**config.mk**
```make
export PLATFORM = sky130hd
export DESIGN_NAME = nco_top
export DESIGN_NICKNAME = d
export VERILOG_FILES = /design/src/design/nco_out_shaper.v /design/src/design/nco_tick_sel.v /design/src/design/nco_top.v
export VERILOG_INCLUDE_DIRS = /design/src /design/src/design
export SDC_FILE = /design/constraint.sdc
export NUM_CORES = 1
export LEC_CHECK = 0
export ABC_AREA = 0
export BUFFER_PORTS_ARGS = -buffer_cell sky130_fd_sc_hd__buf_4
export CAP_MARGIN = 20
export CORE_ASPECT_RATIO = 1.75
export CORE_MARGIN = 2
export CORE_UTILIZATION = 40
export CTS_BUF_LIST = sky130_fd_sc_hd__clkbuf_16
export DETAILED_ROUTE_END_ITERATION = 7
export GPL_ROUTABILITY_DRIVEN = 0
export SLEW_MARGIN = 20
export SYNTH_ARGS = -nofsm -noshare
export SYNTH_HDL_FRONTEND = slang
export SYNTH_HIERARCHICAL = 1
export SYNTH_SLANG_ARGS = --single-unit
```
**constraint.sdc**
```tcl
create_clock -name I_CORE_CLK -period 4 [get_ports I_CORE_CLK]
set_input_delay 0.2 -clock I_CORE_CLK [delete_from_list [all_inputs] [get_ports I_CORE_CLK]]
set_output_delay 0.2 -clock I_CORE_CLK [all_outputs]
set_load 0.1 [all_outputs]
```
**src/design/nco_regs.vh**
```
/*
 * Register map, field positions, reset values and widths of the
 * numerically controlled oscillator.
 * Assumes an 8-bit register port with a 4-bit address.
 */
`ifndef NCO_REGS_VH
`define NCO_REGS_VH

// datapath widths
`define NCO_ACC_W 20
`define NCO_STEP_W 16
`define NCO_ADDR_W 4
`define NCO_DATA_W 8

// register addresses
`define NCO_ADDR_CONTROL 4'h0
`define NCO_ADDR_CLOCK_CONTROL 4'h1
`define NCO_ADDR_ACC_LOW 4'h2
`define NCO_ADDR_ACC_HIGH 4'h3
`define NCO_ADDR_ACC_UPPER 4'h4
`define NCO_ADDR_STEP_LOW 4'h5
`define NCO_ADDR_STEP_HIGH 4'h6
`define NCO_ADDR_IRQ 4'h7

// osc_control fields
`define NCO_CTL_MODULE_ON 7
`define NCO_CTL_PIN_DRIVE_ON 6
`define NCO_CTL_OUTPUT_LEVEL 5
`define NCO_CTL_OUTPUT_INVERT 4
`define NCO_CTL_PULSE_MODE 0

// osc_clock_control fields
`define NCO_CLK_PWS_HI 7
`define NCO_CLK_PWS_LO 5
`define NCO_CLK_CKS_HI 1
`define NCO_CLK_CKS_LO 0

// clock source codes
`define NCO_CKS_FAST_OSC 2'h0
`define NCO_CKS_SYS_CLK 2'h1
`define NCO_CKS_LOGIC_CELL 2'h2
`define NCO_CKS_EXT_PIN 2'h3

// irq register fields
`define NCO_IRQ_FLAG 0
`define NCO_IRQ_ENABLE 1

// reset values
`define NCO_RST_BYTE 8'h00
`define NCO_RST_STEP_LOW 8'h01
`define NCO_RST_STEP 16'h0001

// oscillator clock edges from a low-byte write to the buffer load
`define NCO_STEP_LOAD_EDGES 2'h2

`endif

```
**src/design/nco_out_shaper.v**
```verilog
/*
 * Output shaping: toggle in fixed duty mode, stretched pulse in pulse
 * frequency mode. Produces the raw, non-inverted output.
 * Assumes ticks come from the clock selection and carries from the accumulator logic.
 */
`timescale 1ns/10ps
`default_nettype none

module nco_out_shaper (
	// clock and reset
	input wire i_clk,
	input wire i_rstn,
	// control
	input wire i_module_on,
	input wire i_pulse_mode,
	input wire [2:0] i_pulse_width_select,
	// events
	input wire i_tick,
	input wire i_carry,
	// raw output level
	output reg o_raw
);

	reg [6:0] width_q;

	// width count holds the oscillator periods still to stay active
	always @(posedge i_clk or negedge i_rstn) begin
		if (!i_rstn) begin
			o_raw <= 1'b0;
			width_q <= 7'h00;
		end else if (!i_module_on) begin
			o_raw <= 1'b0;
			width_q <= 7'h00;
		end else if (i_tick) begin
			if (!i_pulse_mode) begin
				if (i_carry) begin
					o_raw <= ~o_raw;
				end
			end else if (i_carry) begin
				o_raw <= 1'b1;
				width_q <= (7'h01 << i_pulse_width_select) - 7'h01;
			end else if (o_raw && width_q == 7'h00) begin
				o_raw <= 1'b0;
			end else if (o_raw) begin
				width_q <= width_q - 7'h01;
			end
		end
	end

endmodule // nco_out_shaper
`default_nettype wire

```
**src/design/nco_tick_sel.v**
```verilog
/*
 * Oscillator clock selection: turns the chosen source into a one-cycle
 * tick per rising edge of that source.
 * Assumes all sources are synchronous to the core clock and slower than it.
 */
`timescale 1ns/10ps
`default_nettype none
`include "nco_regs.vh"

module nco_tick_sel (
	// clock and reset
	input wire i_clk,
	input wire i_rstn,
	// source selection
	input wire [1:0] i_sel,
	// candidate sources
	input wire i_fast_osc,
	input wire i_logic_cell,
	input wire i_ext_pin,
	// one tick per source rising edge
	output reg o_tick
);

	reg [2:0] prev_q;
	reg level;
	reg prev;

	// remember last level of each source for edge detection
	always @(posedge i_clk or negedge i_rstn) begin
		if (!i_rstn) begin
			prev_q <= 3'h0;
		end else begin
			prev_q <= {i_ext_pin, i_logic_cell, i_fast_osc};
		end
	end

	// the system clock source ticks every cycle, others on a rising edge
	always @* begin
		level = 1'b0;
		prev = 1'b0;
		o_tick = 1'b0;
		case (i_sel)
			`NCO_CKS_FAST_OSC: begin
				level = i_fast_osc;
				prev = prev_q[0];
				o_tick = level & ~prev;
			end
			`NCO_CKS_SYS_CLK: begin
				o_tick = 1'b1;
			end
			`NCO_CKS_LOGIC_CELL: begin
				level = i_logic_cell;
				prev = prev_q[1];
				o_tick = level & ~prev;
			end
			default: begin
				level = i_ext_pin;
				prev = prev_q[2];
				o_tick = level & ~prev;
			end
		endcase
	end

endmodule // nco_tick_sel
`default_nettype wire

```
**src/design/nco_top.v**
```verilog
/*
 * Numerically controlled oscillator: 20-bit phase accumulator with a
 * double-buffered 16-bit step value, fixed duty or pulse output,
 * polarity control, overflow flag and register port.
 * Assumes a single core clock; oscillator sources arrive as levels
 * synchronous to it, and interrupt enables outside the block arrive as
 * plain inputs.
 */
// Summary of operation
// - 20-bit accumulator adds active step on each selected oscillator clock edge.
// - accumulator carry out is the raw overflow event.
// - adder advances only on the selected oscillator clock, not the register port.
// - accumulator readable and writable as three bytes, upper nibble reads zero.
// - two 8-bit registers form the 16-bit step value.
// - while running, low-byte write loads buffer on second oscillator edge after.
// - while stopped, any step write loads the buffer at once.
// - accumulator adds the hidden buffer, never the registers directly.
// - fixed duty mode toggles output on every overflow.
// - control bit 0 selects pulse mode when set, fixed duty when clear.
// - pulse mode goes active at overflow edge, holds, then returns inactive.
// - pulse width field selects 2 to the power value oscillator periods.
// - clock select: fast osc, system clock, logic cell one, external pin.
// - polarity is final stage; bit 4 set inverts output.
// - polarity change with interrupts enabled raises an interrupt.
// - control bit 5 reads output level; output routed to peripherals.
// - bit 6 drives pin, bit 7 enables module.
// - overflow sets flag; request needs all four enables.
// - flag stays set until software clears it.
// - reset clears all registers to zero, except the step low byte and step buffer, which reset to a step of 1.
// - keeps running while source active; fast osc kept on when used.
`timescale 1ns/10ps
`default_nettype none
`include "nco_regs.vh"

module nco_top (
	// clock and reset
	input wire I_CORE_CLK,
	input wire I_RSTN,
	// register port
	input wire [3:0] I_ADDR,
	input wire [7:0] I_WDATA,
	input wire I_WR,
	input wire I_RD,
	output reg [7:0] O_RDATA,
	// oscillator clock sources
	input wire I_INTERNAL_FAST_OSC,
	input wire I_LOGIC_CELL_ONE_OUTPUT,
	input wire I_EXT_CLK_PIN,
	// interrupt enables held outside the block
	input wire I_PERIPHERAL_IRQ_ENABLE,
	input wire I_GLOBAL_IRQ_ENABLE,
	// interrupt and events
	output wire O_IRQ,
	output reg O_ACCUMULATOR_CARRY,
	// oscillator output
	output wire O_NCO_OUT,
	output wire O_NCO_PIN,
	output wire O_NCO_PIN_OE_N,
	// sleep support
	output wire O_FAST_OSC_KEEP_ON
);

	// register write decode, used for every register
	function wr_hit;
		input [3:0] addr;
		input wr;
		input [3:0] target;
		begin
			wr_hit = wr & (addr == target);
		end
	endfunction

	// software visible registers
	reg module_on_q;
	reg pin_drive_on_q;
	reg output_invert_q;
	reg pulse_mode_select_q;
	reg [2:0] pulse_width_select_q;
	reg [1:0] clock_source_select_q;
	reg [19:0] phase_accumulator_q;
	reg [7:0] step_low_q;
	reg [7:0] step_high_q;
	reg overflow_flag_q;
	reg overflow_irq_enable_q;

	// hidden step buffer and its load sequencer
	reg [15:0] step_buf_q;
	reg [1:0] load_cnt_q;

	// write strobes per register
	wire wr_ctl;
	wire wr_clk;
	wire wr_acc_l;
	wire wr_acc_h;
	wire wr_acc_u;
	wire wr_step_l;
	wire wr_step_h;
	wire wr_irq;

	// datapath
	wire tick;
	wire [20:0] sum;
	wire carry;
	wire acc_wr;
	wire raw_out;
	wire pol_change;

	assign wr_ctl = wr_hit(I_ADDR, I_WR, `NCO_ADDR_CONTROL);
	assign wr_clk = wr_hit(I_ADDR, I_WR, `NCO_ADDR_CLOCK_CONTROL);
	assign wr_acc_l = wr_hit(I_ADDR, I_WR, `NCO_ADDR_ACC_LOW);
	assign wr_acc_h = wr_hit(I_ADDR, I_WR, `NCO_ADDR_ACC_HIGH);
	assign wr_acc_u = wr_hit(I_ADDR, I_WR, `NCO_ADDR_ACC_UPPER);
	assign wr_step_l = wr_hit(I_ADDR, I_WR, `NCO_ADDR_STEP_LOW);
	assign wr_step_h = wr_hit(I_ADDR, I_WR, `NCO_ADDR_STEP_HIGH);
	assign wr_irq = wr_hit(I_ADDR, I_WR, `NCO_ADDR_IRQ);

	// oscillator clock edges become one-cycle ticks of the core clock
	nco_tick_sel u_tick (
		.i_clk(I_CORE_CLK),
		.i_rstn(I_RSTN),
		.i_sel(clock_source_select_q),
		.i_fast_osc(I_INTERNAL_FAST_OSC),
		.i_logic_cell(I_LOGIC_CELL_ONE_OUTPUT),
		.i_ext_pin(I_EXT_CLK_PIN),
		.o_tick(tick)
	);

	// adder works on the hidden buffer, zero extended to accumulator width
	assign sum = {1'b0, phase_accumulator_q} + {5'h00, step_buf_q};
	// a software byte write replaces the addition, so no overflow in that cycle
	assign acc_wr = wr_acc_l | wr_acc_h | wr_acc_u;
	assign carry = module_on_q & tick & ~acc_wr & sum[20];

	// control register fields
	always @(posedge I_CORE_CLK or negedge I_RSTN) begin
		if (!I_RSTN) begin
			module_on_q <= 1'b0;
			pin_drive_on_q <= 1'b0;
			output_invert_q <= 1'b0;
			pulse_mode_select_q <= 1'b0;
		end else if (wr_ctl) begin
			module_on_q <= I_WDATA[`NCO_CTL_MODULE_ON];
			pin_drive_on_q <= I_WDATA[`NCO_CTL_PIN_DRIVE_ON];
			output_invert_q <= I_WDATA[`NCO_CTL_OUTPUT_INVERT];
			pulse_mode_select_q <= I_WDATA[`NCO_CTL_PULSE_MODE];
		end
	end

	// clock control fields
	always @(posedge I_CORE_CLK or negedge I_RSTN) begin
		if (!I_RSTN) begin
			pulse_width_select_q <= 3'h0;
			clock_source_select_q <= 2'h0;
		end else if (wr_clk) begin
			pulse_width_select_q <= I_WDATA[`NCO_CLK_PWS_HI:`NCO_CLK_PWS_LO];
			clock_source_select_q <= I_WDATA[`NCO_CLK_CKS_HI:`NCO_CLK_CKS_LO];
		end
	end

	// accumulator: a software byte write wins over a same-cycle addition
	always @(posedge I_CORE_CLK or negedge I_RSTN) begin
		if (!I_RSTN) begin
			phase_accumulator_q <= 20'h00000;
		end else if (acc_wr) begin
			if (wr_acc_l) begin
				phase_accumulator_q[7:0] <= I_WDATA;
			end
			if (wr_acc_h) begin
				phase_accumulator_q[15:8] <= I_WDATA;
			end
			if (wr_acc_u) begin
				phase_accumulator_q[19:16] <= I_WDATA[3:0];
			end
		end else if (module_on_q && tick) begin
			phase_accumulator_q <= sum[19:0];
		end
	end

	// step value registers
	always @(posedge I_CORE_CLK or negedge I_RSTN) begin
		if (!I_RSTN) begin
			step_low_q <= `NCO_RST_STEP_LOW;
			step_high_q <= `NCO_RST_BYTE;
		end else begin
			if (wr_step_l) begin
				step_low_q <= I_WDATA;
			end
			if (wr_step_h) begin
				step_high_q <= I_WDATA;
			end
		end
	end

	// buffer load: at once while stopped, two oscillator edges later while running
	always @(posedge I_CORE_CLK or negedge I_RSTN) begin
		if (!I_RSTN) begin
			step_buf_q <= `NCO_RST_STEP;
			load_cnt_q <= 2'h0;
		end else if (!module_on_q) begin
			load_cnt_q <= 2'h0;
			if (wr_step_l) begin
				step_buf_q <= {step_high_q, I_WDATA};
			end else if (wr_step_h) begin
				step_buf_q <= {I_WDATA, step_low_q};
			end
		end else if (wr_step_l) begin
			load_cnt_q <= `NCO_STEP_LOAD_EDGES;
		end else if (load_cnt_q != 2'h0 && tick) begin
			load_cnt_q <= load_cnt_q - 2'h1;
			if (load_cnt_q == 2'h1) begin
				step_buf_q <= {step_high_q, step_low_q};
			end
		end
	end

	// output waveform before polarity
	nco_out_shaper u_shape (
		.i_clk(I_CORE_CLK),
		.i_rstn(I_RSTN),
		.i_module_on(module_on_q),
		.i_pulse_mode(pulse_mode_select_q),
		.i_pulse_width_select(pulse_width_select_q),
		.i_tick(tick),
		.i_carry(carry),
		.o_raw(raw_out)
	);

	// polarity is the final stage; the level goes to pin and peripherals
	assign O_NCO_OUT = raw_out ^ output_invert_q;
	assign O_NCO_PIN = O_NCO_OUT;
	assign O_NCO_PIN_OE_N = ~(module_on_q & pin_drive_on_q);

	// polarity flip while interrupts are enabled makes an output transition
	assign pol_change = wr_ctl & module_on_q & overflow_irq_enable_q
		& (I_WDATA[`NCO_CTL_OUTPUT_INVERT] != output_invert_q);

	// overflow flag: a hardware set beats a same-cycle software clear
	always @(posedge I_CORE_CLK or negedge I_RSTN) begin
		if (!I_RSTN) begin
			overflow_flag_q <= 1'b0;
			overflow_irq_enable_q <= 1'b0;
		end else begin
			if (carry | pol_change) begin
				overflow_flag_q <= 1'b1;
			end else if (wr_irq) begin
				overflow_flag_q <= I_WDATA[`NCO_IRQ_FLAG];
			end
			if (wr_irq) begin
				overflow_irq_enable_q <= I_WDATA[`NCO_IRQ_ENABLE];
			end
		end
	end

	// request needs every enable in the chain
	assign O_IRQ = overflow_flag_q & module_on_q & overflow_irq_enable_q
		& I_PERIPHERAL_IRQ_ENABLE & I_GLOBAL_IRQ_ENABLE;

	// carry pulse for observers, one core cycle per overflow
	always @(posedge I_CORE_CLK or negedge I_RSTN) begin
		if (!I_RSTN) begin
			O_ACCUMULATOR_CARRY <= 1'b0;
		end else begin
			O_ACCUMULATOR_CARRY <= carry;
		end
	end

	// the fast oscillator must stay alive in sleep when it feeds us
	assign O_FAST_OSC_KEEP_ON = module_on_q
		& (clock_source_select_q == `NCO_CKS_FAST_OSC);

	// read data stands only in the cycle after the read strobe
	always @(posedge I_CORE_CLK or negedge I_RSTN) begin
		if (!I_RSTN) begin
			O_RDATA <= 8'h00;
		end else if (!I_RD) begin
			O_RDATA <= 8'h00;
		end else begin
			case (I_ADDR)
				`NCO_ADDR_CONTROL: begin
					O_RDATA <= {module_on_q, pin_drive_on_q, O_NCO_OUT, output_invert_q,
						3'h0, pulse_mode_select_q};
				end
				`NCO_ADDR_CLOCK_CONTROL: begin
					O_RDATA <= {pulse_width_select_q, 3'h0, clock_source_select_q};
				end
				`NCO_ADDR_ACC_LOW: begin
					O_RDATA <= phase_accumulator_q[7:0];
				end
				`NCO_ADDR_ACC_HIGH: begin
					O_RDATA <= phase_accumulator_q[15:8];
				end
				`NCO_ADDR_ACC_UPPER: begin
					O_RDATA <= {4'h0, phase_accumulator_q[19:16]};
				end
				`NCO_ADDR_STEP_LOW: begin
					O_RDATA <= step_low_q;
				end
				`NCO_ADDR_STEP_HIGH: begin
					O_RDATA <= step_high_q;
				end
				`NCO_ADDR_IRQ: begin
					O_RDATA <= {6'h00, overflow_irq_enable_q, overflow_flag_q};
				end
				default: begin
					O_RDATA <= 8'h00;
				end
			endcase
		end
	end

endmodule // nco_top
`default_nettype wire

```
Word level (Yosys, flattened, before mapping)
Index checks and enable logic that the tools add are counted.
{"block": "classes", "addsub": 4, "n_eq_ne": 24, "shift": 1, "muxes": 31, "n_bitwise": 33, "reduce_logical": 16}
{"cell": "$mux W16", "count": 6}
{"cell": "$pmux W8 S8", "count": 1}
{"cell": "$mux W7", "count": 6}
{"cell": "$mux W20", "count": 2}
{"cell": "$mux W8", "count": 3}
{"cell": "$and A1 B1 Y1", "count": 23}
{"cell": "$add A20 B16 Y21", "count": 1}
{"cell": "$eq A4 B3 Y1 const B", "count": 4}
{"cell": "$sub A7 B1 Y7 const B", "count": 2}
{"cell": "$ne A3 B1 Y1 const B", "count": 4}
{"cell": "$eq A4 B2 Y1 const B", "count": 2}
{"cell": "$mux W1", "count": 8}
{"cell": "$ne A2 B1 Y1 const B", "count": 4}
{"cell": "$ne A2 B2 Y1 const B", "count": 4}
{"cell": "$reduce_and A4 Y1", "count": 2}
{"cell": "$logic_not A7 Y1", "count": 1}
{"cell": "$shl A1 B3 Y7 const A", "count": 1}
{"cell": "$mux W2", "count": 3}
{"cell": "$not A1 Y1", "count": 6}
{"cell": "$reduce_and A2 Y1", "count": 3}
{"cell": "$reduce_bool A2 Y1", "count": 3}
{"cell": "$eq A2 B1 Y1 const B", "count": 2}
{"cell": "$eq A4 B1 Y1 const B", "count": 1}
{"cell": "$logic_not A4 Y1", "count": 1}
{"cell": "other kinds (12)", "count": 16}
{"block": "word_totals", "regBits": 85, "input_bits": 21, "output_inout_bits": 14}

Depth between registers and ports, before layout
Gate-level depths: netlist of the first run.
{"block": "depth", "ltp_word": 11, "depth_mapped": 13, "ltp_nobuf": 12}

By module
Netlist of the first run, hierarchy kept.
{"mod": "nco_top", "instances": 1, "cells_per_inst": 486, "area_each_um2": 4515.6}
{"mod": "nco_out_shaper", "instances": 1, "cells_per_inst": 72, "area_each_um2": 595.6}
{"mod": "nco_tick_sel", "instances": 1, "cells_per_inst": 8, "area_each_um2": 107.6}

Worst setup path before layout of the first run
No wires, ideal clock.
{"block": "synth_timing", "path_kind": "register to output", "startpoint": "reg module_on_q", "endpoint": "out O_FAST_OSC_KEEP_ON", "arrival_ns": 3.273, "t_required_ns": 3.800, "path_slack_ns": 0.527, "stages_incl_launch_ff": 4, "path_buffers": 2, "cell_sequence": "dfrtp_1 > buf_2 > buf_1 > nor3b_1"}
{"block": "synth_via", "elab_chain_cells": 1}
{"element": "start: declaration", "line": "nco_top.v:74", "source": "reg module_on_q;"}
{"element": "start signal: assignment", "line": "nco_top.v:142", "source": "module_on_q <= I_WDATA[`NCO_CTL_MODULE_ON];"}
{"element": "$and A1 B1 Y1", "line": "nco_top.v:268", "source": "assign O_FAST_OSC_KEEP_ON = module_on_q"}
{"element": "end: declaration", "line": "nco_top.v:60", "source": "output wire O_FAST_OSC_KEEP_ON"}
No other way between the ends.

Final worst setup path of the first run
{"block": "layout_timing", "startpoint": "reg step_buf_q[0]", "endpoint": "reg u_shape.width_q[6]"}
{"block": "layout_via", "elab_chain_cells": 6}
{"element": "start: declaration", "line": "nco_top.v:87", "source": "reg [15:0] step_buf_q;"}
{"element": "start signal: assignment", "line": "nco_top.v:197", "source": "step_buf_q <= `NCO_RST_STEP;"}
{"element": "start signal: assignment", "line": "nco_top.v:202", "source": "step_buf_q <= {step_high_q, I_WDATA};"}
{"element": "start signal: assignment", "line": "nco_top.v:204", "source": "step_buf_q <= {I_WDATA, step_low_q};"}
{"element": "$add A20 B16 Y21 *", "line": "nco_top.v:129", "source": "assign sum = {1'b0, phase_accumulator_q} + {5'h00, step_buf_q};"}
{"element": "$and A1 B1 Y1 *", "line": "nco_top.v:132", "source": "assign carry = module_on_q & tick & ~acc_wr & sum[20];"}
{"element": "via carry", "line": "nco_top.v:103", "source": "wire carry;"}
{"element": "$mux W7", "line": "nco_out_shaper.v:39", "source": "end else if (i_carry) begin"}
{"element": "$mux W7", "line": "nco_out_shaper.v:35", "source": "if (!i_pulse_mode) begin"}
{"element": "$mux W7", "line": "nco_out_shaper.v:34", "source": "end else if (i_tick) begin"}
{"element": "$mux W7", "line": "nco_out_shaper.v:31", "source": "end else if (!i_module_on) begin"}
{"element": "end signal: assignment", "line": "nco_out_shaper.v:41", "source": "width_q <= (7'h01 << i_pulse_width_select) - 7'h01;"}
{"element": "end signal: assignment", "line": "nco_out_shaper.v:45", "source": "width_q <= width_q - 7'h01;"}
{"element": "end: declaration", "line": "nco_out_shaper.v:24", "source": "reg [6:0] width_q;"}
Mark *: on every way through the listed nets, which the timed path passes. The rest lies on a longest branch. The select of a mux whose other input is x is not followed.
A chain may end at the register's enable or synchronous reset.

==> impl_results.md, run 1 <==
* Status: complete, no violations
* Synthesized cell area at 0.00522 mm2
* Part of the power in the clock network at 21.3%
* Initial antenna violation count at 0
* Hold Vio Cnt, Final at 0
* MaxCap Viol Count at 0
* Commonest non-fill, non-tap cell in the layout: dfrtp_1
* Nets at 636
* Place WS at 0.468 ns
* CP required at 4.25 ns
* Setup tns final at 0 ns
* Synth Area in XOR/XNOR at under 10%
* Leading area contributor after synthesis: dfrtp_1
* Rel. slew slack at 48.6%
* Vias in the first global route at 4587
* Placed Cells at 752
* Detailed router's first-iteration violation count at approximately 280
* YS warnings at 6
* CP Launch Type: register
* Worst-path fanout max at 19
* TritonCTS buffer count at 9
* Post-Synth Adder-Cell Area at 4.70%
* Hold WC Path Type: in -> reg
* H-Tree Depth at 3
* Io pins at 35
* Worst slew pin tran at 0.770 ns
* DIE AREA at between 0.01 and 0.015 mm2
* Max Slew Vio Count at 0
* Tmin final at 3.60 ns
* Post-synthesis simple-gate area fraction at 17.0%
* RSZ-0062 raised after global routing: false
* Leakage power at 2.62 nW
* Crit Path Category: reg -> reg
* Root buffer cell: clkbuf_16
* Crit path capture type: register
* Clock skew at 0.00627 ns
* Die Wd at 90.3 um
* FP Rows at between 50 and 60
* Congestion Overflow GR at 0
* Most frequent cells in the layout: dfrtp_1 (83), nand2_1 (77), nor2_1 (44)
* Share of cells above drive strength 1 at ~17%
* Setup bufs post-CTS at 0
* CTS Sinks at 85
* Pwr Density at 731 mW/mm2
* Final WS setup at between 0.4 and 0.5 ns
* Clock buffer depth at 2
* Unique cell type count in the Yosys netlist at 71
* Switching power total at around 1.8 mW
* WHS Path Cells at 2
* Main combinational cell family by area after synthesis: compound AO/OA/AOI/OAI gates
* Compound-Gate Fraction of Synth Area at 19.7%
* Final WL at 15.7 mm
* Multi-input logic area at 0.00292 mm2
* Avg Inst Size Synth at 9.22 um2
* R2R cell count at 12
* Register area share after synthesis at about two fifths
* DR WL/cell at 20.4 um
* Global-route wire length before repair at ~25 mm
* Synthesized instance count at 566
* Gate power share at 47.4%
* Number of enable flip-flop cells after synthesis at 0
* Sequential Area at 0.00213 mm2
* DRC errors left at 0
* Clock slew at reported path FFs at 0.06 ns
* IO Port Bufs at 34
* DRT antenna net count at 0
* Vias per inst at 5.88
* Synth Register Bits at 85
* Starting Density at 40.6%
* Dpl hpwl at 11.8 mm
* Worst skew pair latency at 0.34 ns
* Non-Filler Instances at 772
* Final period util at 89.9%
* Tot Pwr at around 4.4 mW
* Critical Path AT at 3.84 ns
* Chip height at 155 um
* Setup violators final at 0
* Top-area cell type share of the netlist area at 39.8%
* Core ar. at 0.0129 mm2
* Initial DRT Pass Iterations at 5
* Pin count of the biggest net entering global routing at 49
* Seq pwr share at 31.3%
* Multiplexer area fraction after synthesis at between 10% and 20%
* FILL cells at 1237
* FMAX at 278 MHz
* Main synth FF type: dfrtp_1
* CTS tree: yes
* Internal Power at 2.57 mW
* Vias at 4538
* Async S/R FF share, synth at 100%
* Inserted Diodes at 0
* Area growth, synth to finish at 15.4%
* Switching share of power at 41.8%
* Syn_nets at roughly 610
* GRT Util Overall at a little under a quarter
* Synth area leaders: dfrtp_1 (40%), mux2_2 (6.5%), nand2_1 (5.5%)
* Max IR drop VDD at 0.000257 V
## through the flow
| step | util [%] | hold WS [ns] | cell area (um2) |
|---|---|---|---|
| 6_report | 46.8 | 0.167 | 6020 |
| 5_1_grt | 46.8 | 0.167 | 6020 |
| 4_1_cts | 46.8 | 0.150 | 6020 |
| 3_5_place_dp | 43.9 | 0.259 | 5650 |
| 3_3_place_gp | 43.8 | 0.251 | 5640 |
| 2_1_floorplan | - | -0.0956 | 5220 |
## metal layers
layer	wire length, um	GRT usage, %	up-vias
li1	-	-	2127
met1	5930	25.5	2203
met2	8150	41.1	154
met3	549	2.52	54
met4	1090	16.7	0
met5	0	0	-
## layout make-up
type                            instances  area share, %
Tap cell                              171           3.55
Clock buffer                            9           3.74
Multi-Input combinational cell        436           48.5
Inverter                               18           1.12
Sequential cell                        85           35.4
Clock inverter                          7           1.77
Timing Repair Buffer                   46           5.96
## worst max-delay path, cell delays in order (launching register included)
cell and delay (ns):
dfstp_2 0.53, ha_1 0.19, inv_1 0.07, fa_1 0.37, nand2b_1 0.19, a21oi_1 0.29
o21a_1 0.24, o31a_1 0.26, and4_4 0.41, nand2_1 0.15, o32a_1 0.36, a2111o_1 0.38
o221ai_1 0.08
## cells in the mapped netlist (all sizes together), types with 2 or more instances
master    n
dfrtp    83
nand2    77
o21ai    48
nor2     45
a21oi    40
mux2     31
mux2i    25
ha       18
inv      18
clkbuf   14
buf      13
nand3    13
a31oi    10
nand2b    8
o21a      8
nor2b     7
nor3      7
xnor2     7
o221ai    6
o31ai     6
a22oi     5
xor2      5
a211oi    4
a21o      4
and3      4
nor3b     4
or4       4
a41oi     3
nor4      3
o211ai    3
or3       3
or3b      3
a211o     2
a221oi    2
and2      2
dfstp     2
mux4      2
nand4     2
nand4bb   2
o22ai     2
## path summary, 6_finish.rpt
path                                       to  slack [ns]     startpoint
setup / recovery           u_shape/width_q[6]        0.40  step_buf_q[0]
hold / removal                 step_high_q[4]        0.17     I_WDATA[4]
setup reg to reg           u_shape/width_q[6]        0.40  step_buf_q[0]
hold reg to reg                 step_buf_q[0]        0.49  step_buf_q[0]
max in group asynchronous       step_buf_q[9]        2.63         I_RSTN
min in group asynchronous    u_tick/prev_q[0]        0.41         I_RSTN
## registers in the layout, summed over array words and instances, names as in the netlist
register	cells
O_RDATA	8
phase_accumulator_q	20
load_cnt_q	2
overflow_flag_q	1
overflow_irq_enable_q	1
step_high_q	8
pulse_mode_select_q	1
u_shape/o_raw	1
step_low_q	8
u_tick/prev_q	3
step_buf_q	16
O_ACCUMULATOR_CARRY	1
u_shape/width_q	7
clock_source_select_q	2
pin_drive_on_q	1
output_invert_q	1
pulse_width_select_q	3
module_on_q	1
## power groups by stage
stage               registers [mW]  clock network (mW)  logic [mW]
floorplan                     1.31                   0        1.55
global placement              1.38                   0        2.02
detailed placement            1.38                   0        2.06
CTS                           1.37               0.957        2.07
global route                  1.40               0.989        2.30
finish                        1.38               0.937        2.09
## kinds of logic after synthesis
kind of cell / Yosys count
AOI/OAI and AO/OA: 160
xor gates and xnor gates: 12
adders and majority gates: 19
buffers and inverters: 45
DFF: 85
muxes: 58
and+or+nand+nor: 187
## what timing repair did
action,in CTS,in global routing
hold buffers,4,0
endpoints found under the hold margin,48,0
resized for setup,0,0
Note: power is estimated with default switching activity, not from simulation.
==> inputs of run 2 (changes only) <==
--- a/config.mk
+++ b/config.mk
@@ -12,9 +12,9 @@
 export CORE_ASPECT_RATIO = 1.75
 export CORE_MARGIN = 2
 export CORE_UTILIZATION = 40
-export CTS_BUF_LIST = sky130_fd_sc_hd__clkbuf_16
 export DETAILED_ROUTE_END_ITERATION = 7
 export GPL_ROUTABILITY_DRIVEN = 0
+export HOLD_SLACK_MARGIN = 0.08
 export SLEW_MARGIN = 20
 export SYNTH_ARGS = -nofsm -noshare
 export SYNTH_HDL_FRONTEND = slang
==> constraint.sdc (replaced) <==
create_clock -name I_CORE_CLK -period 4.2 [get_ports I_CORE_CLK]
set_input_delay 0.21 -clock I_CORE_CLK [delete_from_list [all_inputs] [get_ports I_CORE_CLK]]
set_output_delay 0.21 -clock I_CORE_CLK [all_outputs]
set_load 0.1 [all_outputs]
==> run 2 against run 1 <==
Effect of this change:
- sequential share of layout area about the same
- final cell count unchanged
- die area stayed put
- sequential cell count stayed put
- worst setup slack improved by 0.19 ns
- design area barely moved
- clock skew is 0.0019 ns higher
==> impl_results.md, run 2 (synthesis results as in run 1) <==
* Final period util at 86.0% (-4.0 points)
* Fin area at 0.00603 mm2 (about the same)
* H-Tree Depth at 3 (unchanged)
* Leakage power at 2.61 nW (-0.37%)
* Hold Vio Cnt, Final at 0 (unchanged)
* Largest Register: phase_accumulator_q
* Tmin final at 3.61 ns (+0.0138 ns)
* TritonCTS buffer count at 9 (unchanged)
* Setup bufs post-CTS at 0 (unchanged)
* Most frequent cells in the layout: dfrtp_1 (83), nand2_1 (77), nor2_1 (44)
* CTS tree: yes
* Rel. slew slack at 52.1% (+3.5 points)
* DIE AREA at 0.0140 mm2 (unchanged)
* MaxCap Viol Count at 0 (unchanged)
* Multi-input logic area at 0.00292 mm2 (unchanged)
* Die Wd at 90.3 um (unchanged)
* Clock skew at 0.00815 ns (+0.00188 ns)
* Crit. Startpoint: step_buf_q[0]
* Hold WC Path Type: in -> reg
* Detailed router's first-iteration violation count at 247 (-13%)
* Worst slew pin tran at 0.717 ns (-0.0521 ns)
* Share of cells above drive strength 1 at 17.0% (+0.17 points)
* Max Slew Vio Count at 0 (unchanged)
* DR WL/cell at 20.7 um (+1.6%)
* Crit path capture type: register
* Critical Path AT at 3.86 ns (+0.02 ns)
* Worst Hold Launch: I_WDATA[4]
* Max incr delay on CP at 0.53 ns (about the same)
* Congestion Overflow GR at 0 (unchanged)
* Vias per inst at 5.89 (+0.13%)
* Non-Filler Instances at 772 (unchanged)
* Inserted Diodes at 0 (unchanged)
* Vias in the first global route at 4679 (+2.0%)
* DRC errors left at 0 (unchanged)
* Max IR drop VDD at 0.000258 V (+0.46%)
* Chip height at 155 um (unchanged)
* Worst-path fanout max at 19 (unchanged)
* Starting Density at 40.6% (unchanged)
* CTS Sinks at 85 (unchanged)
* Commonest non-fill, non-tap cell in the layout: dfrtp_1
* Initial antenna violation count at 0 (unchanged)
* Final WL at 16.0 mm (+1.6%)
* Post-CTS sizing at 0 (unchanged)
* Area growth, synth to finish at 15.5% (about the same)
* GRT Util Overall at 23.5% (+0.34 points)
* CP Launch Type: register
* Dpl hpwl at 12.1 mm (+2.9%)
* Placed Cells at 753 (+0.13%)
* Worst skew pair latency at 0.34 ns (about the same)
* Setup violators final at 0 (unchanged)
* FMAX at 277 MHz (-0.38%)
* Reg2Reg Setup Slack at 0.59 ns (+0.19 ns)
* IO Port Bufs at 34 (unchanged)
* Sequential Area at 0.00213 mm2 (unchanged)
* Setup tns final at 0 ns (unchanged)
* Io pins at 35 (unchanged)
* Vias at 4544 (+0.13%)
* Pwr Density at 700 mW/mm2 (-4.4%)
* Global-route wire length before repair at 25.4 mm (+1.1%)
* Crit Path Category: reg -> reg
* FP Rows at 55 (unchanged)
* Pin count of the biggest net entering global routing at 49 (unchanged)
* Source of the worst register-to-register timing path: step_buf_q[0]
* Root buffer cell: clkbuf_16
* Top Registers: phase_accumulator_q: 20 flops, step_buf_q: 16 flops
* FILL cells at 1252 (+1.2%)
* DRT antenna net count at 0 (unchanged)
* CP max-delay cell: dfstp_2
* RSZ-0062 raised after global routing: false
* CP required at 4.45 ns (+0.20 ns)
* Nets at 637 (+0.16%)
* Cell area after placement at 0.00566 mm2 (about the same)
* Status: complete, no violations
* Cells along the critical path: ha_1, inv_1, fa_1, nand2b_1, a21oi_1, o21a_1, o31a_1, and4_4, nand2_1, o32a_1, a2111o_1, o221ai_1
* Clock slew at reported path FFs at 0.06 ns (about the same)
* Initial DRT Pass Iterations at 5 (unchanged)
* Clock buffer depth at 2 (unchanged)
* Core ar. at 0.0129 mm2 (unchanged)
* Max reg flops at 20 (unchanged)
==> run 2: cell type report <==
| cell class | count | share of cell area [%] |
|---|---|---|
| clock buffers | 11 | 3.86 |
| clock inverters | 4 | 1.62 |
| inverters | 18 | 1.12 |
| multi-input cells | 436 | 48.5 |
| flip-flops and latches | 85 | 35.3 |
| well taps | 171 | 3.55 |
| repair buffers | 47 | 6.02 |
==> run 2: final timing paths <==
check / endpoint / cells after the start
worst max-delay path: u_shape/width_q[6] / 12
worst min-delay path: output_invert_q / 2
worst max register to register: u_shape/width_q[6] / 12
worst min register to register: step_buf_q[0] / 2
max in group asynchronous: phase_accumulator_q[3] / 3
min in group asynchronous: O_ACCUMULATOR_CARRY / 2
==> run 2: repair_timing <==
| action | 4_1_cts | 5_1_grt |
|---|---|---|
| endpoints found under the setup margin | 0 | 0 |
| endpoints found under the hold margin | 39 | 0 |
| hold buffers | 4 | 0 |
==> run 2: metrics by stage <==
step	worst slack, ns	power, mW	hold slack, ns	utilization, %
6_report	0.590	4.22	0.176	46.8
5_1_grt	0.388	4.48	0.179	46.8
2_1_floorplan	0.717	2.73	-0.0856	-
3_5_place_dp	0.635	3.29	0.212	43.9
3_3_place_gp	0.757	3.24	0.203	43.9
4_1_cts	0.615	4.21	0.167	46.8
==> run 2: layer usage <==
| metal | wire length [um] | track usage, % |
|---|---|---|
| met3 | 510 | 2.42 |
| met1 | 5880 | 25.5 |
| met4 | 1290 | 18.4 |
| met5 | 0 | 0 |
| met2 | 8300 | 41.6 |
==> run 2: power by group <==
part	total [mW]	internal, mW	switching (mW)
logic	2.00	0.810	1.19
clock network	0.904	0.579	0.325
registers	1.31	1.06	0.254
==> run 2: worst max-delay path, delay by kind of cell (launching register included) <==
kind | cells | cell delay, ns
flip-flops | 1 | 0.53
adder cells (fa/ha/maj) | 2 | 0.56
buffers and inverters | 1 | 0.06
AO/OA/AOI/OAI | 6 | 1.62
AND/OR/NAND/NOR | 3 | 0.74
==> inputs of run 3 (changes only) <==
--- a/config.mk
+++ b/config.mk
@@ -15,6 +15,7 @@
 export DETAILED_ROUTE_END_ITERATION = 7
 export GPL_ROUTABILITY_DRIVEN = 0
 export HOLD_SLACK_MARGIN = 0.08
+export REMOVE_ABC_BUFFERS = 1
 export SLEW_MARGIN = 20
 export SYNTH_ARGS = -nofsm -noshare
 export SYNTH_HDL_FRONTEND = slang
==> run 3 against run 2 <==
Effect of this change:
- die area did not move
- sequential share of layout area rose by 0.18 points
- fmax rose by 0.40%
- routed wire length fell by 4.9%
- clock-buffer cell count fell by 1
- total power fell by 3.7%
- utilization fell by 0.23 points
- global-route usage fell by 1.2 points
- critical path depth did not move
- register-to-register slack barely moved
- sequential cell count did not move
- critical path type unchanged
- largest cell class unchanged
==> impl_results.md, run 3 (synthesis results as in run 1) <==
* Status: complete, no violations
* CTS Sinks at 85 (unchanged)
* Tmin final at 3.60 ns (-0.0143 ns)
* Tot Pwr at 4.06 mW (-3.7%)
* Final period util at 85.6% (-0.34 points)
* Place WS at 0.688 ns (+0.0532 ns)
* Pwr Density at 677 mW/mm2 (-3.2%)
* IO Port Bufs at 34 (unchanged)
* Most frequent cells in the layout: dfrtp_1 (83), nand2_1 (77), nor2_1 (44), buf_4 (44), a21oi_1 (40)
* Worst Hold Launch: I_WDATA[5]
* Hold WC Path Type: in -> reg
* Area growth, synth to finish at 14.9%
* Pin count of the biggest net entering global routing at 53 (+8.2%)
* Initial DRT Pass Iterations at 5 (unchanged)
* Setup tns final at 0 ns (unchanged)
* WHS Path Cells at 2 (unchanged)
* Met2 Use GR at 42.0% (+0.47 points)
* Worst r2r dst: u_shape/width_q[6]
* Rel. slew slack at 46.7% (-5.5 points)
* Crit path capture type: register
* DRT antenna net count at 0 (unchanged)
* H-Tree Depth at 3 (unchanged)
* Chip height at 155 um (unchanged)
* R2R cell count at 12 (unchanged)
* Leakage power at 2.60 nW (-0.47%)
* Cell area after placement at 0.00566 mm2 (+0.13%)
* Global-route wire length before repair at 24.1 mm (-4.8%)
* Die Wd at 90.3 um (unchanged)
* Nets at 638 (+0.16%)
* Fin Hold WS at 0.158 ns (-0.0180 ns)
* Largest Register: phase_accumulator_q
* Commonest non-fill, non-tap cell in the layout: dfrtp_1
* DIE AREA at 0.0140 mm2 (unchanged)
* Max Slew Vio Count at 0 (unchanged)
* Io pins at 35 (unchanged)
* TritonCTS buffer count at 9 (unchanged)
* Max reg flops at 20 (unchanged)
* RSZ-0062 raised after global routing: false
* Vias at 4492 (-1.1%)
* Reg2Reg Setup Slack at 0.60 ns (about the same)
* Top Registers: phase_accumulator_q: 20 flops, step_buf_q: 16 flops
* Clock skew at 0.00985 ns (+0.00170 ns)
* DR WL/cell at 19.6 um (-5.1%)
* Dpl hpwl at 11.3 mm (-6.3%)
* Source of the worst register-to-register timing path: step_buf_q[0]
* MaxCap Viol Count at 0 (unchanged)
* M3 GR Usage at 2.71% (+0.29 points)
* CTS tree: yes
* Max IR drop VDD at 0.000203 V (-21%)
* GRT Util Overall at 22.2% (-1.2 points)
* Starting Density at 40.6% (unchanged)
* Fin area at 0.00600 mm2 (-0.50%)
* Worst skew pair latency at 0.35 ns (about the same)
* Placed Cells at 754 (+0.13%)
* Vias in the first global route at 4508 (-3.7%)
* CP Launch Type: register
* Crit Path Category: reg -> reg
* Detailed router's first-iteration violation count at 250 (+1.2%)
* Initial antenna violation count at 0 (unchanged)
* FP Rows at 55 (unchanged)
* Vias per inst at 5.80 (-1.4%)
* Final WL at 15.2 mm (-4.9%)
* Final core utilization at 46.6% (-0.23 points)
* Met1 Track Usage GR at 23.6% (-1.9 points)
* Worst-path fanout max at 19 (unchanged)
* CP required at 4.45 ns (about the same)
* Final WS setup at 0.604 ns (+0.0143 ns)
* Congestion Overflow GR at 0 (unchanged)
* Hold Vio Cnt, Final at 0 (unchanged)
* Clock slew at reported path FFs at 0.07 ns (about the same)
* Worst slew pin tran at 0.799 ns (+0.0817 ns)
* FMAX at 278 MHz (+0.40%)
* Clock buffer depth at 2 (unchanged)
* Global route hottest layer: met2
* Share of cells above drive strength 1 at 17.4% (+0.44 points)
* DRC errors left at 0 (unchanged)
* Core ar. at 0.0129 mm2 (unchanged)
* WHS Endpoint: step_high_q[5]
* Root buffer cell: clkbuf_16
* Critical Path AT at 3.85 ns (about the same)
* Inserted Diodes at 0 (unchanged)
* Setup violators final at 0 (unchanged)
* Non-Filler Instances at 774 (+0.26%)
[run 3: changes by cell type in the layout (fill, tap and decap cells not counted)]
cell        previous run  this run
bufinv_16              3         1
clkinv_4               0         1
clkinvlp_4             1         2
buf_4                 43        44
clkinv_2               0         2
clkbuf_1               2         1
[run 3: worst max path at each step]
stage	from	endpoint	slack [ns]	cells past startpoint
floorplan	u_shape/o_raw	O_RDATA[5]	0.37	5
global placement	step_buf_q[0]	u_shape/width_q[6]	0.74	12
detailed placement	step_buf_q[0]	u_shape/width_q[6]	0.69	12
CTS	step_buf_q[0]	u_shape/width_q[6]	0.65	12
global route	step_buf_q[0]	u_shape/width_q[6]	0.34	12
finish	step_buf_q[0]	u_shape/width_q[6]	0.60	12
[run 3: layout make-up]
cell class,count,area [um2]
Clock buffer,10,229
Clock inverter,6,63.8
Fill cell,1252,6870
Inverter,18,67.6
Multi-Input combinational cell,436,2920
Sequential cell,85,2130
Tap cell,171,214
Timing Repair Buffer,48,370
[run 3: repair_timing]
item / in CTS / in global routing
hold buffers: 4 / 0
setup buffers: 0 / 0
endpoints found under the hold margin: 53 / 0
gates resized for setup: 0 / 0
[run 3: metal layers]
layer / up-vias / share of wire, %
met5: - / 0
met4: 0 / 4.8
met3: 37 / 2.3
met2: 107 / 55
met1: 2227 / 38
li1: 2121 / -
[run 3: critical path, stage by stage (launching register included)]
cell and delay [ns]:
dfstp_2 0.53, ha_1 0.20, inv_1 0.07, fa_1 0.37, nand2b_1 0.21, a21oi_1 0.30
o21a_1 0.22, o31a_1 0.27, and4_4 0.40, nand2_1 0.13, o32a_1 0.35, a2111o_1 0.37
o221ai_1 0.08
[run 3: report_power, final]
part | internal (mW) | leakage (nW) | switching (mW) | total [mW]
sequential | 1.06 | 1.05 | 0.228 | 1.29
clock | 0.460 | 0.138 | 0.338 | 0.798
combinational | 0.810 | 1.41 | 1.17 | 1.98
total | 2.33 | 2.60 | 1.73 | 4.06
